## src/cmpr_pkg.sv

```systemverilog
package cmpr_pkg;

   // ************************************************************
   // widths and register count
   // ************************************************************
   localparam int unsigned DATA_W    = 32;
   localparam int unsigned NUM_GPR   = 13;
   localparam int unsigned EXC_W     = 6;

   // ************************************************************
   // register numbers on the core register port
   // ************************************************************
   localparam logic [3:0] REG_SP = 4'hd;
   localparam logic [3:0] REG_LR = 4'he;
   localparam logic [3:0] REG_PC = 4'hf;

   // ************************************************************
   // special register selectors for the move instructions
   // ************************************************************
   localparam logic [3:0] SPR_FLAGS       = 4'h0;
   localparam logic [3:0] SPR_FLAGS_EXC   = 4'h1;
   localparam logic [3:0] SPR_FLAGS_EXEC  = 4'h2;
   localparam logic [3:0] SPR_PSW         = 4'h3;
   localparam logic [3:0] SPR_EXC         = 4'h5;
   localparam logic [3:0] SPR_EXEC        = 4'h6;
   localparam logic [3:0] SPR_EXEC_EXC    = 4'h7;
   localparam logic [3:0] SPR_MAIN_SP     = 4'h8;
   localparam logic [3:0] SPR_PROC_SP     = 4'h9;
   localparam logic [3:0] SPR_PRIO_MASK   = 4'ha;
   localparam logic [3:0] SPR_MODE_CTRL   = 4'hb;

   // ************************************************************
   // field positions
   // ************************************************************
   localparam int unsigned FLAG_N_BIT     = 31;
   localparam int unsigned FLAG_V_BIT     = 28;
   localparam int unsigned EXEC_T_BIT     = 24;
   localparam int unsigned CTRL_PRIV_BIT  = 0;
   localparam int unsigned CTRL_STACK_BIT = 1;
   localparam int unsigned PMASK_BIT      = 0;

   // ************************************************************
   // reset values, vector addresses and stack step
   // ************************************************************
   localparam logic [5:0]  EXC_RESET    = 6'h00;
   localparam logic [1:0]  CTRL_RESET   = 2'h0;
   localparam logic        PMASK_RESET  = 1'b0;
   localparam logic [31:0] VEC_SP_ADDR  = 32'h0000_0000;
   localparam logic [31:0] VEC_PC_ADDR  = 32'h0000_0004;
   localparam logic [31:0] STACK_STEP   = 32'h0000_0004;

   // ************************************************************
   // exception numbers
   // ************************************************************
   localparam logic [5:0] EXC_THREAD    = 6'h00;
   localparam logic [5:0] EXC_NMI       = 6'h02;
   localparam logic [5:0] EXC_HARD      = 6'h03;
   localparam logic [5:0] EXC_SUP_CALL  = 6'h0b;
   localparam logic [5:0] EXC_PEND_SERV = 6'h0e;
   localparam logic [5:0] EXC_TICK      = 6'h0f;
   localparam logic [5:0] EXC_EXT_FIRST = 6'h10;
   localparam logic [5:0] EXC_EXT_LAST  = 6'h2f;

   // ************************************************************
   // types
   // ************************************************************
   typedef enum logic [1:0] {
      CMPR_BOOT_SP = 2'b00,
      CMPR_BOOT_PC = 2'b01,
      CMPR_RUN     = 2'b10
   } cmpr_boot_t;

   typedef struct packed {
      logic        we;
      logic [3:0]  sel;
      logic [31:0] data;
   } cmpr_spr_wr_t;

   typedef struct packed {
      logic        we;
      logic [3:0]  idx;
      logic [31:0] data;
   } cmpr_core_wr_t;

   typedef struct packed {
      logic [3:0] flags;
      logic [5:0] exc_num;
      logic       exec_t;
   } cmpr_psw_t;

endpackage

```

## src/cmpr_gpr_file.sv

```systemverilog
`timescale 1ns/10ps
module cmpr_gpr_file #(
   parameter int unsigned N = 13,
   parameter int unsigned W = 32
) (
   // clock and reset
   input  wire logic              clk,
   input  wire logic              nrst,
   // write port
   input  wire logic              we,
   input  wire logic [3:0]        widx,
   input  wire logic [W-1:0]      wdata,
   // read port
   input  wire logic [3:0]        ridx,
   output      logic [W-1:0]      rdata
);

   // no reset value
   // contents undefined until written, saves reset fan-out
   logic [W-1:0] mem_ff [N];

   genvar g;
   generate
      for (g = 0; g < N; g++)
      begin : g_reg
         always_ff @(posedge clk)
         begin
            if (we && widx == 4'(g))
               mem_ff[g] <= wdata;
         end
      end
   endgenerate

   always_comb
   begin
      rdata = '0;
      if (ridx < 4'(N))
         rdata = mem_ff[ridx];
   end

endmodule

```

## src/cmpr_core_regs.sv

```systemverilog
`timescale 1ns/10ps
module cmpr_core_regs (
   // clock and reset
   input  wire logic                   clk,
   input  wire logic                   nrst,
   // reset vector fetch
   output      logic                   vec_req,
   output      logic [31:0]            vec_addr,
   input  wire logic                   vec_valid,
   input  wire logic [31:0]            vec_data,
   // core register port
   input  wire cmpr_pkg::cmpr_core_wr_t core_wr,
   input  wire logic [3:0]             core_ridx,
   output      logic [31:0]            core_rdata,
   // stack push
   input  wire logic                   push,
   output      logic [31:0]            push_addr,
   // special register moves
   input  wire cmpr_pkg::cmpr_spr_wr_t spr_wr,
   input  wire logic [3:0]             spr_rsel,
   output      logic [31:0]            spr_rdata,
   // flags from the execution unit
   input  wire logic                   flags_we,
   input  wire logic [3:0]             flags_in,
   // exception sequencing
   input  wire logic                   exc_enter,
   input  wire logic [5:0]             exc_num_in,
   input  wire logic                   exc_all_done,
   input  wire logic                   exec_t_we,
   input  wire logic                   exec_t_in,
   // processor state requests
   input  wire logic                   mask_set_req,
   input  wire logic                   mask_clr_req,
   input  wire logic                   sys_access_req,
   input  wire logic                   sup_call_exec,
   // status outputs
   output      logic                   handler_mode,
   output      logic                   privileged,
   output      logic                   use_proc_sp,
   output      logic                   sys_access_ok,
   output      logic                   sup_call_take,
   output      logic                   cfg_exc_blocked,
   output      logic                   core_running
);

   // ************************************************************
   // state
   // ************************************************************
   typedef struct packed {
      cmpr_pkg::cmpr_boot_t boot;
      logic [31:0]          main_sp;
      logic [31:0]          proc_sp;
      logic [31:0]          link;
      logic [31:0]          pc;
      cmpr_pkg::cmpr_psw_t  psw;
      logic                 prio_mask;
      logic [1:0]           mode_ctrl;
   } cmpr_state_t;

   cmpr_state_t state_ff;
   cmpr_state_t nxt_state;

   logic        in_handler;
   logic        is_priv;
   logic        sel_proc;
   logic [31:0] active_sp;
   logic [31:0] psw_word;
   logic [31:0] gpr_rdata;
   logic        gpr_we;

   // ************************************************************
   // mode, privilege and stack selection
   // ************************************************************
   // exception number nonzero means handler mode
   always_comb
   begin
      in_handler = (state_ff.psw.exc_num != cmpr_pkg::EXC_THREAD);
      is_priv = in_handler ||
                !state_ff.mode_ctrl[cmpr_pkg::CTRL_PRIV_BIT];
      sel_proc = !in_handler &&
                 state_ff.mode_ctrl[cmpr_pkg::CTRL_STACK_BIT];
      active_sp = sel_proc ? state_ff.proc_sp : state_ff.main_sp;
      psw_word = '0;
      psw_word[cmpr_pkg::FLAG_N_BIT -: 4] = state_ff.psw.flags;
      psw_word[5:0] = state_ff.psw.exc_num;
      psw_word[cmpr_pkg::EXEC_T_BIT] = state_ff.psw.exec_t;
   end

   assign handler_mode    = in_handler;
   assign privileged      = is_priv;
   assign use_proc_sp     = sel_proc;
   assign core_running    = (state_ff.boot == cmpr_pkg::CMPR_RUN);
   assign sys_access_ok   = sys_access_req && is_priv;
   assign sup_call_take   = sup_call_exec && core_running;
   assign cfg_exc_blocked = state_ff.prio_mask;
   assign vec_req         = !core_running;
   assign vec_addr = (state_ff.boot == cmpr_pkg::CMPR_BOOT_SP) ?
                     cmpr_pkg::VEC_SP_ADDR : cmpr_pkg::VEC_PC_ADDR;
   assign push_addr = active_sp - cmpr_pkg::STACK_STEP;

   // ************************************************************
   // general purpose registers
   // ************************************************************
   // thirteen data registers
   assign gpr_we = core_running && core_wr.we &&
                   core_wr.idx < cmpr_pkg::REG_SP;

   cmpr_gpr_file #(
      .N (cmpr_pkg::NUM_GPR),
      .W (cmpr_pkg::DATA_W)
   ) u_gpr (
      .clk   (clk),
      .nrst  (nrst),
      .we    (gpr_we),
      .widx  (core_wr.idx),
      .wdata (core_wr.data),
      .ridx  (core_ridx),
      .rdata (gpr_rdata)
   );

   // ************************************************************
   // read paths
   // ************************************************************
   always_comb
   begin
      case (core_ridx)
         cmpr_pkg::REG_SP: core_rdata = active_sp;
         cmpr_pkg::REG_LR: core_rdata = state_ff.link;
         cmpr_pkg::REG_PC: core_rdata = state_ff.pc;
         default:          core_rdata = gpr_rdata;
      endcase
   end

   always_comb
   begin
      spr_rdata = '0;
      case (spr_rsel)
         cmpr_pkg::SPR_FLAGS, cmpr_pkg::SPR_FLAGS_EXEC:
            spr_rdata[31:28] = psw_word[31:28];
         cmpr_pkg::SPR_FLAGS_EXC, cmpr_pkg::SPR_PSW:
         begin
            spr_rdata[31:28] = psw_word[31:28];
            spr_rdata[5:0]   = psw_word[5:0];
         end
         cmpr_pkg::SPR_EXC, cmpr_pkg::SPR_EXEC_EXC:
            spr_rdata[5:0] = psw_word[5:0];
         cmpr_pkg::SPR_MAIN_SP:   spr_rdata = state_ff.main_sp;
         cmpr_pkg::SPR_PROC_SP:   spr_rdata = state_ff.proc_sp;
         cmpr_pkg::SPR_PRIO_MASK:
            spr_rdata[cmpr_pkg::PMASK_BIT] = state_ff.prio_mask;
         cmpr_pkg::SPR_MODE_CTRL:
         begin
            spr_rdata[cmpr_pkg::CTRL_PRIV_BIT] =
               state_ff.mode_ctrl[cmpr_pkg::CTRL_PRIV_BIT];
            // stack bit reads zero in handler
            spr_rdata[cmpr_pkg::CTRL_STACK_BIT] = sel_proc;
         end
         default: spr_rdata = '0;
      endcase
   end

   // ************************************************************
   // next state
   // ************************************************************
   always_comb
   begin
      nxt_state = state_ff;
      case (state_ff.boot)
         cmpr_pkg::CMPR_BOOT_SP:
            if (vec_valid)
            begin
               nxt_state.main_sp = vec_data;
               nxt_state.boot    = cmpr_pkg::CMPR_BOOT_PC;
            end
         cmpr_pkg::CMPR_BOOT_PC:
            if (vec_valid)
            begin
               // pc and exec bit from vector
               nxt_state.pc          = vec_data;
               nxt_state.psw.exec_t  = vec_data[0];
               nxt_state.boot        = cmpr_pkg::CMPR_RUN;
            end
         cmpr_pkg::CMPR_RUN:
         begin
            if (core_wr.we)
            begin
               case (core_wr.idx)
                  cmpr_pkg::REG_SP:
                     if (sel_proc)
                        nxt_state.proc_sp = core_wr.data;
                     else
                        nxt_state.main_sp = core_wr.data;
                  cmpr_pkg::REG_LR: nxt_state.link = core_wr.data;
                  cmpr_pkg::REG_PC: nxt_state.pc   = core_wr.data;
                  default:          nxt_state.link = state_ff.link;
               endcase
            end
            if (push)
            begin
               if (sel_proc)
                  nxt_state.proc_sp = push_addr;
               else
                  nxt_state.main_sp = push_addr;
            end
            if (flags_we)
               nxt_state.psw.flags = flags_in;
            if (spr_wr.we)
            begin
               // exception and exec bits not written by moves
               case (spr_wr.sel)
                  cmpr_pkg::SPR_FLAGS, cmpr_pkg::SPR_FLAGS_EXC,
                  cmpr_pkg::SPR_FLAGS_EXEC, cmpr_pkg::SPR_PSW:
                     nxt_state.psw.flags = spr_wr.data[31:28];
                  cmpr_pkg::SPR_MAIN_SP:
                     if (is_priv)
                        nxt_state.main_sp = spr_wr.data;
                  cmpr_pkg::SPR_PROC_SP:
                     if (is_priv)
                        nxt_state.proc_sp = spr_wr.data;
                  cmpr_pkg::SPR_PRIO_MASK:
                     if (is_priv)
                        nxt_state.prio_mask =
                           spr_wr.data[cmpr_pkg::PMASK_BIT];
                  cmpr_pkg::SPR_MODE_CTRL:
                     if (is_priv)
                     begin
                        nxt_state.mode_ctrl[cmpr_pkg::CTRL_PRIV_BIT] =
                           spr_wr.data[cmpr_pkg::CTRL_PRIV_BIT];
                        if (!in_handler)
                           nxt_state.mode_ctrl[cmpr_pkg::CTRL_STACK_BIT] =
                              spr_wr.data[cmpr_pkg::CTRL_STACK_BIT];
                     end
                  default: nxt_state.prio_mask = state_ff.prio_mask;
               endcase
            end
            if (is_priv && mask_set_req)
               nxt_state.prio_mask = 1'b1;
            else if (is_priv && mask_clr_req)
               nxt_state.prio_mask = 1'b0;
            if (exec_t_we)
               nxt_state.psw.exec_t = exec_t_in;
            if (exc_enter)
               nxt_state.psw.exc_num = exc_num_in;
            // back to thread after all processing
            else if (exc_all_done && in_handler)
               nxt_state.psw.exc_num = cmpr_pkg::EXC_THREAD;
         end
         default: nxt_state.boot = cmpr_pkg::CMPR_BOOT_SP;
      endcase
   end

   always_ff @(posedge clk or negedge nrst)
   begin
      if (!nrst)
      begin
         state_ff           <= '0;
         state_ff.boot      <= cmpr_pkg::CMPR_BOOT_SP;
         state_ff.psw       <= '0;
         state_ff.prio_mask <= cmpr_pkg::PMASK_RESET;
         state_ff.mode_ctrl <= cmpr_pkg::CTRL_RESET;
      end
      else
         state_ff <= nxt_state;
   end

   // ************************************************************
   // checks
   // ************************************************************
   a_handler_priv: assert property (@(posedge clk) disable iff (!nrst)
      in_handler |-> privileged)
      else $error("handler mode not privileged");
   a_handler_main: assert property (@(posedge clk) disable iff (!nrst)
      in_handler |-> !use_proc_sp)
      else $error("handler mode selects process stack");
   a_unpriv_ctrl: assert property (@(posedge clk) disable iff (!nrst)
      (core_running && !is_priv && spr_wr.we &&
       spr_wr.sel == cmpr_pkg::SPR_MODE_CTRL && !exc_enter)
      |=> $stable(state_ff.mode_ctrl))
      else $error("unprivileged control write took effect");
   a_push_desc: assert property (@(posedge clk) disable iff (!nrst)
      (core_running && push && !sel_proc && !core_wr.we && !spr_wr.we
       && !exc_enter)
      |=> state_ff.main_sp == $past(state_ff.main_sp) - 32'h4)
      else $error("push did not decrement stack pointer");
   a_exc_wr_ign: assert property (@(posedge clk) disable iff (!nrst)
      (core_running && !exc_enter && !exc_all_done)
      |=> $stable(state_ff.psw.exc_num))
      else $error("exception number changed without sequencing");
   a_exec_reads0: assert property (@(posedge clk) disable iff (!nrst)
      spr_rdata[24] == 1'b0)
      else $error("exec state bit visible to software");
   a_boot_pc: assert property (@(posedge clk) disable iff (!nrst)
      (state_ff.boot == cmpr_pkg::CMPR_BOOT_PC && vec_valid)
      |=> state_ff.pc == $past(vec_data) &&
          state_ff.psw.exec_t == $past(vec_data[0]))
      else $error("reset vector not loaded");
   a_boot_sp: assert property (@(posedge clk) disable iff (!nrst)
      (state_ff.boot == cmpr_pkg::CMPR_BOOT_SP && vec_valid)
      |=> state_ff.main_sp == $past(vec_data))
      else $error("main stack pointer not loaded");
   a_return_thr: assert property (@(posedge clk) disable iff (!nrst)
      (core_running && in_handler && exc_all_done && !exc_enter)
      |=> !in_handler)
      else $error("no return to thread mode");
   a_mask_unpriv: assert property (@(posedge clk) disable iff (!nrst)
      (core_running && !is_priv && mask_set_req && !spr_wr.we)
      |=> $stable(state_ff.prio_mask))
      else $error("unprivileged mask change");

   c_boot_done: cover property (@(posedge clk) disable iff (!nrst)
      $rose(core_running));
   c_enter_exc: cover property (@(posedge clk) disable iff (!nrst)
      !in_handler ##1 in_handler ##[1:20] !in_handler);
   c_proc_sp: cover property (@(posedge clk) disable iff (!nrst)
      use_proc_sp && push);
   c_unpriv: cover property (@(posedge clk) disable iff (!nrst)
      !privileged && sup_call_take);

endmodule

```

## config.mk

```make
export PLATFORM = sky130hd
export DESIGN_NAME = cmpr_core_regs
export DESIGN_NICKNAME = d
export VERILOG_FILES = /design/src/cmpr_pkg.sv /design/src/cmpr_gpr_file.sv /design/src/cmpr_core_regs.sv
export SDC_FILE = /design/constraint.sdc
export NUM_CORES = 1
export LEC_CHECK = 0
export BUFFER_PORTS_ARGS = -buffer_cell sky130_fd_sc_hd__buf_2
export CAP_MARGIN = 30
export CORE_MARGIN = 1.5
export CORE_UTILIZATION = 50
export CTS_CLUSTER_DIAMETER = 200
export CTS_CLUSTER_SIZE = 16
export DETAILED_ROUTE_END_ITERATION = 8
export PLACE_DENSITY = 0.74
export RECOVER_POWER = 100
export SLEW_MARGIN = 15
export SYNTH_ARGS = -nofsm -noshare
export SYNTH_HDL_FRONTEND = slang
export SYNTH_HIERARCHICAL = 1
export SYNTH_SLANG_ARGS = --single-unit
```

## constraint.sdc

```tcl
create_clock -name clk -period 4.5 [get_ports clk]
set_input_delay 0.9 -clock clk [delete_from_list [all_inputs] [get_ports clk]]
set_output_delay 0.9 -clock clk [all_outputs]
set_load 0.01 [all_outputs]
```

==> impl_metrics.yaml <==
placement:
  dp_worst_setup_slack_ns: 0.545
  port_buffers: 239
  hpwl_um: 61900
  gp_congestion: 1.05
drt:
  drc: 0
  num_vias: 20200
  antenna_left: 0
  routed_wl_um: 89700
  drtIter0Drc: 2549
  wl_per_cell_um: 29.5
  via_per_inst: 6.66
  dr.pass1.iters: 9
run_status:
  violations: "capacitance limit, slew limit"
  status: "finished with violations"
worst_setup_path:
  r2r_end: "u_gpr/mem_ff[0][12]"
  critical_path.cell_chain: "or4_4 -> or2_1 -> nor4_4 -> o21ai_0 -> o21bai_1 -> nand2_1 -> clkbuf_1"
  cp-start-kind: "flop"
  critPathLaunch: "state_ff[92]"
  worst_path_max_delay_cell: "or4_4"
  r2r-start: "state_ff[142]"
  critPathKind: "flop to output port"
  cp_max_fo: 7
  critPathMaxStageDelay_ns: 0.63
  cp.arrival_ns: 3.52
  r2r_cells: 6
  required_ns: 3.60
  critPathCaptureType: "output port"
  rrSetupSlack_ns: 0.16
power_and_ir_drop:
  fin_total_pwr_mw: 14.0
  p_leak_nw: 10.7
  cellPowerDensity_nw_per_um2: 470
  peakVddDrop_mv: 0.410
cells_and_area:
  mostFrequentLayoutCells: "edfxtp_1 (416), nand2_1 (182), nor2_1 (145)"
  fillers: 4404
  layout.area.seq_um2: 16100
  layout-drive-gt1-share_pct: 17.5
  layout_commonest_cell: "edfxtp_1"
  area_growth_syn_to_layout_pct: 10.6
  finalNetCount: 2472
  multi_input_area_um2: 9920
global_routing:
  grt_max_degree: 78
  grt_pass1_vias: 19700
  antenna_found_initial: 5
  grtUsageTotal_pct: 31.8
  grt_pass1_wl_um: 131000
  overflow: 0
synthesis:
  syn_inst: 2119
  ys_types: 88
  synth_seq_cells: 559
  synth_area_um2: 27000
  synth_flop_cell: "edfxtp_1"
  yosys_warnings: 6
  syn_avg_cell_area_um2: 12.7
  synthArstFlopShare_pct: 25.6
  synth-edff-count: 416
  ys_seq_area_share_pct: 59.6
floorplan:
  die-area_um2: 55300
  ios: 273
  rows: 84
  start_util_pct: 50.9
  die_x_um: 235
  coreArea_um2: 53000
  dieHeight_um: 235
clocking:
  cts_made_buffers: 40
  cts_tree: "built"
  root_buffer: "clkbuf_16"
  clk_latency_ns: 0.59
  clockBufferDepth: 3
  htreeDepth: 2
  clock_sinks: 559
  clk_pin_slew_ns: 0.09
min_path:
  whs_endpoint: "psw_word[28]"
  min_from: "psw_word[28]"
  hold_path_class: "flop to flop"
  holdPathStages: 2
sta:
  setup_tns_ns: 0
  grt_setup_unrepaired: "no"
  setup_ws_ns: 0.0770
  fmax_mhz: 226
  period_needed_ns: 4.42
  relSlewSlack_pct: -47.1
  final-setup-viol-count: 0
  finalClockSkew_ns: 0.0220
  tightest_slew_ns: 2.21
  finalCritPeriodShare_pct: 98.3
  hold_viol_final: 0
  drv_slew: 270
flow_run:
  maxCapViolations: 8
kinds of logic (layout without fill, tap and decap cells):
family          Yosys count  count (layout)  share of synthesized area [%]
simple gates            501             501                           8.87
mux                     229             229                           11.4
other cells               1              36                         0.0139
flops                   559             559                           59.6
compound gates          580             580                           14.9
xor+xnor                 28              28                          0.909
buf+inv                 221             418                           4.31
Yosys cell counts (29+ instances only):
cell,instances,area share [%]
a21oi_1,119,2.2
a22oi_1,29,0.81
buf_2,35,0.65
buf_4,38,1.1
clkbuf_1,99,1.4
dfrtp_1,143,13
edfxtp_1,416,46
mux2_2,66,2.8
mux2i_1,106,3.9
mux4_2,55,4.6
nand2_1,181,2.5
nand3_1,34,0.63
nor2_1,154,2.1
nor3_1,31,0.58
o211ai_1,29,0.81
o21ai_0,123,2.3
report_power, final:
group | switching, mW | internal [mW] | leakage, nW | total (mW)
clock network | 1.71 | 1.62 | 0.517 | 3.34
logic | 2.44 | 1.37 | 4.70 | 3.81
registers | 0.758 | 6.12 | 5.48 | 6.88
layer usage:
metal,wire length (um),track usage (%)
met5,23,0
met4,4290,13.4
met3,8890,6.34
met2,41800,50.9
met1,34700,42.5
worst max-delay path by stage:
stage | end | slack (ns)
2_1_floorplan | u_gpr/mem_ff[8][0] | 0.21
3_3_place_gp | core_rdata[14] | 0.55
3_5_place_dp | core_rdata[0] | 0.55
4_1_cts | push_addr[26] | 0.11
5_1_grt | push_addr[19] | 0.03
6_report | push_addr[23] | 0.08
layout make-up:
type | count | area share [%]
Clock inverter | 2 | 0.0839
Clock buffer | 51 | 3.49
Multi-Input combinational cell | 1369 | 33.3
Tap cell | 688 | 2.89
Timing Repair Buffer | 339 | 6.03
Antenna cell | 5 | 0.0419
Inverter | 26 | 0.327
Sequential cell | 559 | 53.9
worst max-delay path, delay by kind of cell, from the launching register on:
| kind | cells | cell delay [ns] |
|---|---|---|
| AND/OR/NAND/NOR | 4 | 1.69 |
| AO/OA/AOI/OAI | 2 | 0.61 |
| buffers and inverters | 1 | 0.16 |
| flip-flops | 1 | 0.49 |
state kept, by name, indices dropped and copies added (netlist names):
register         flops
u_gpr/mem_ff       416
state_ff           132
psw_word            10
cfg_exc_blocked      1
what timing repair did:
item,4_1_cts,5_1_grt
setup endpoints to repair,0,4
hold buffers,0,0
buffers inserted,0,0
gates resized for setup,0,7
through the flow:
| step | hold slack [ns] | std cells | area (um^2) | util [%] |
|---|---|---|---|---|
| 3_3_place_gp | 0.464 | 2979 | 29100 | 54.8 |
| 6_report | 0.492 | 3039 | 29800 | 56.3 |
| 5_1_grt | 0.499 | 3036 | 29800 | 56.3 |
| 4_1_cts | 0.167 | 3034 | 30200 | 57.0 |
| 2_1_floorplan | 0.450 | 2149 | 27100 | - |
| 3_5_place_dp | 0.475 | 2981 | 29100 | 54.9 |
Note: power is estimated with default switching activity, not from simulation.
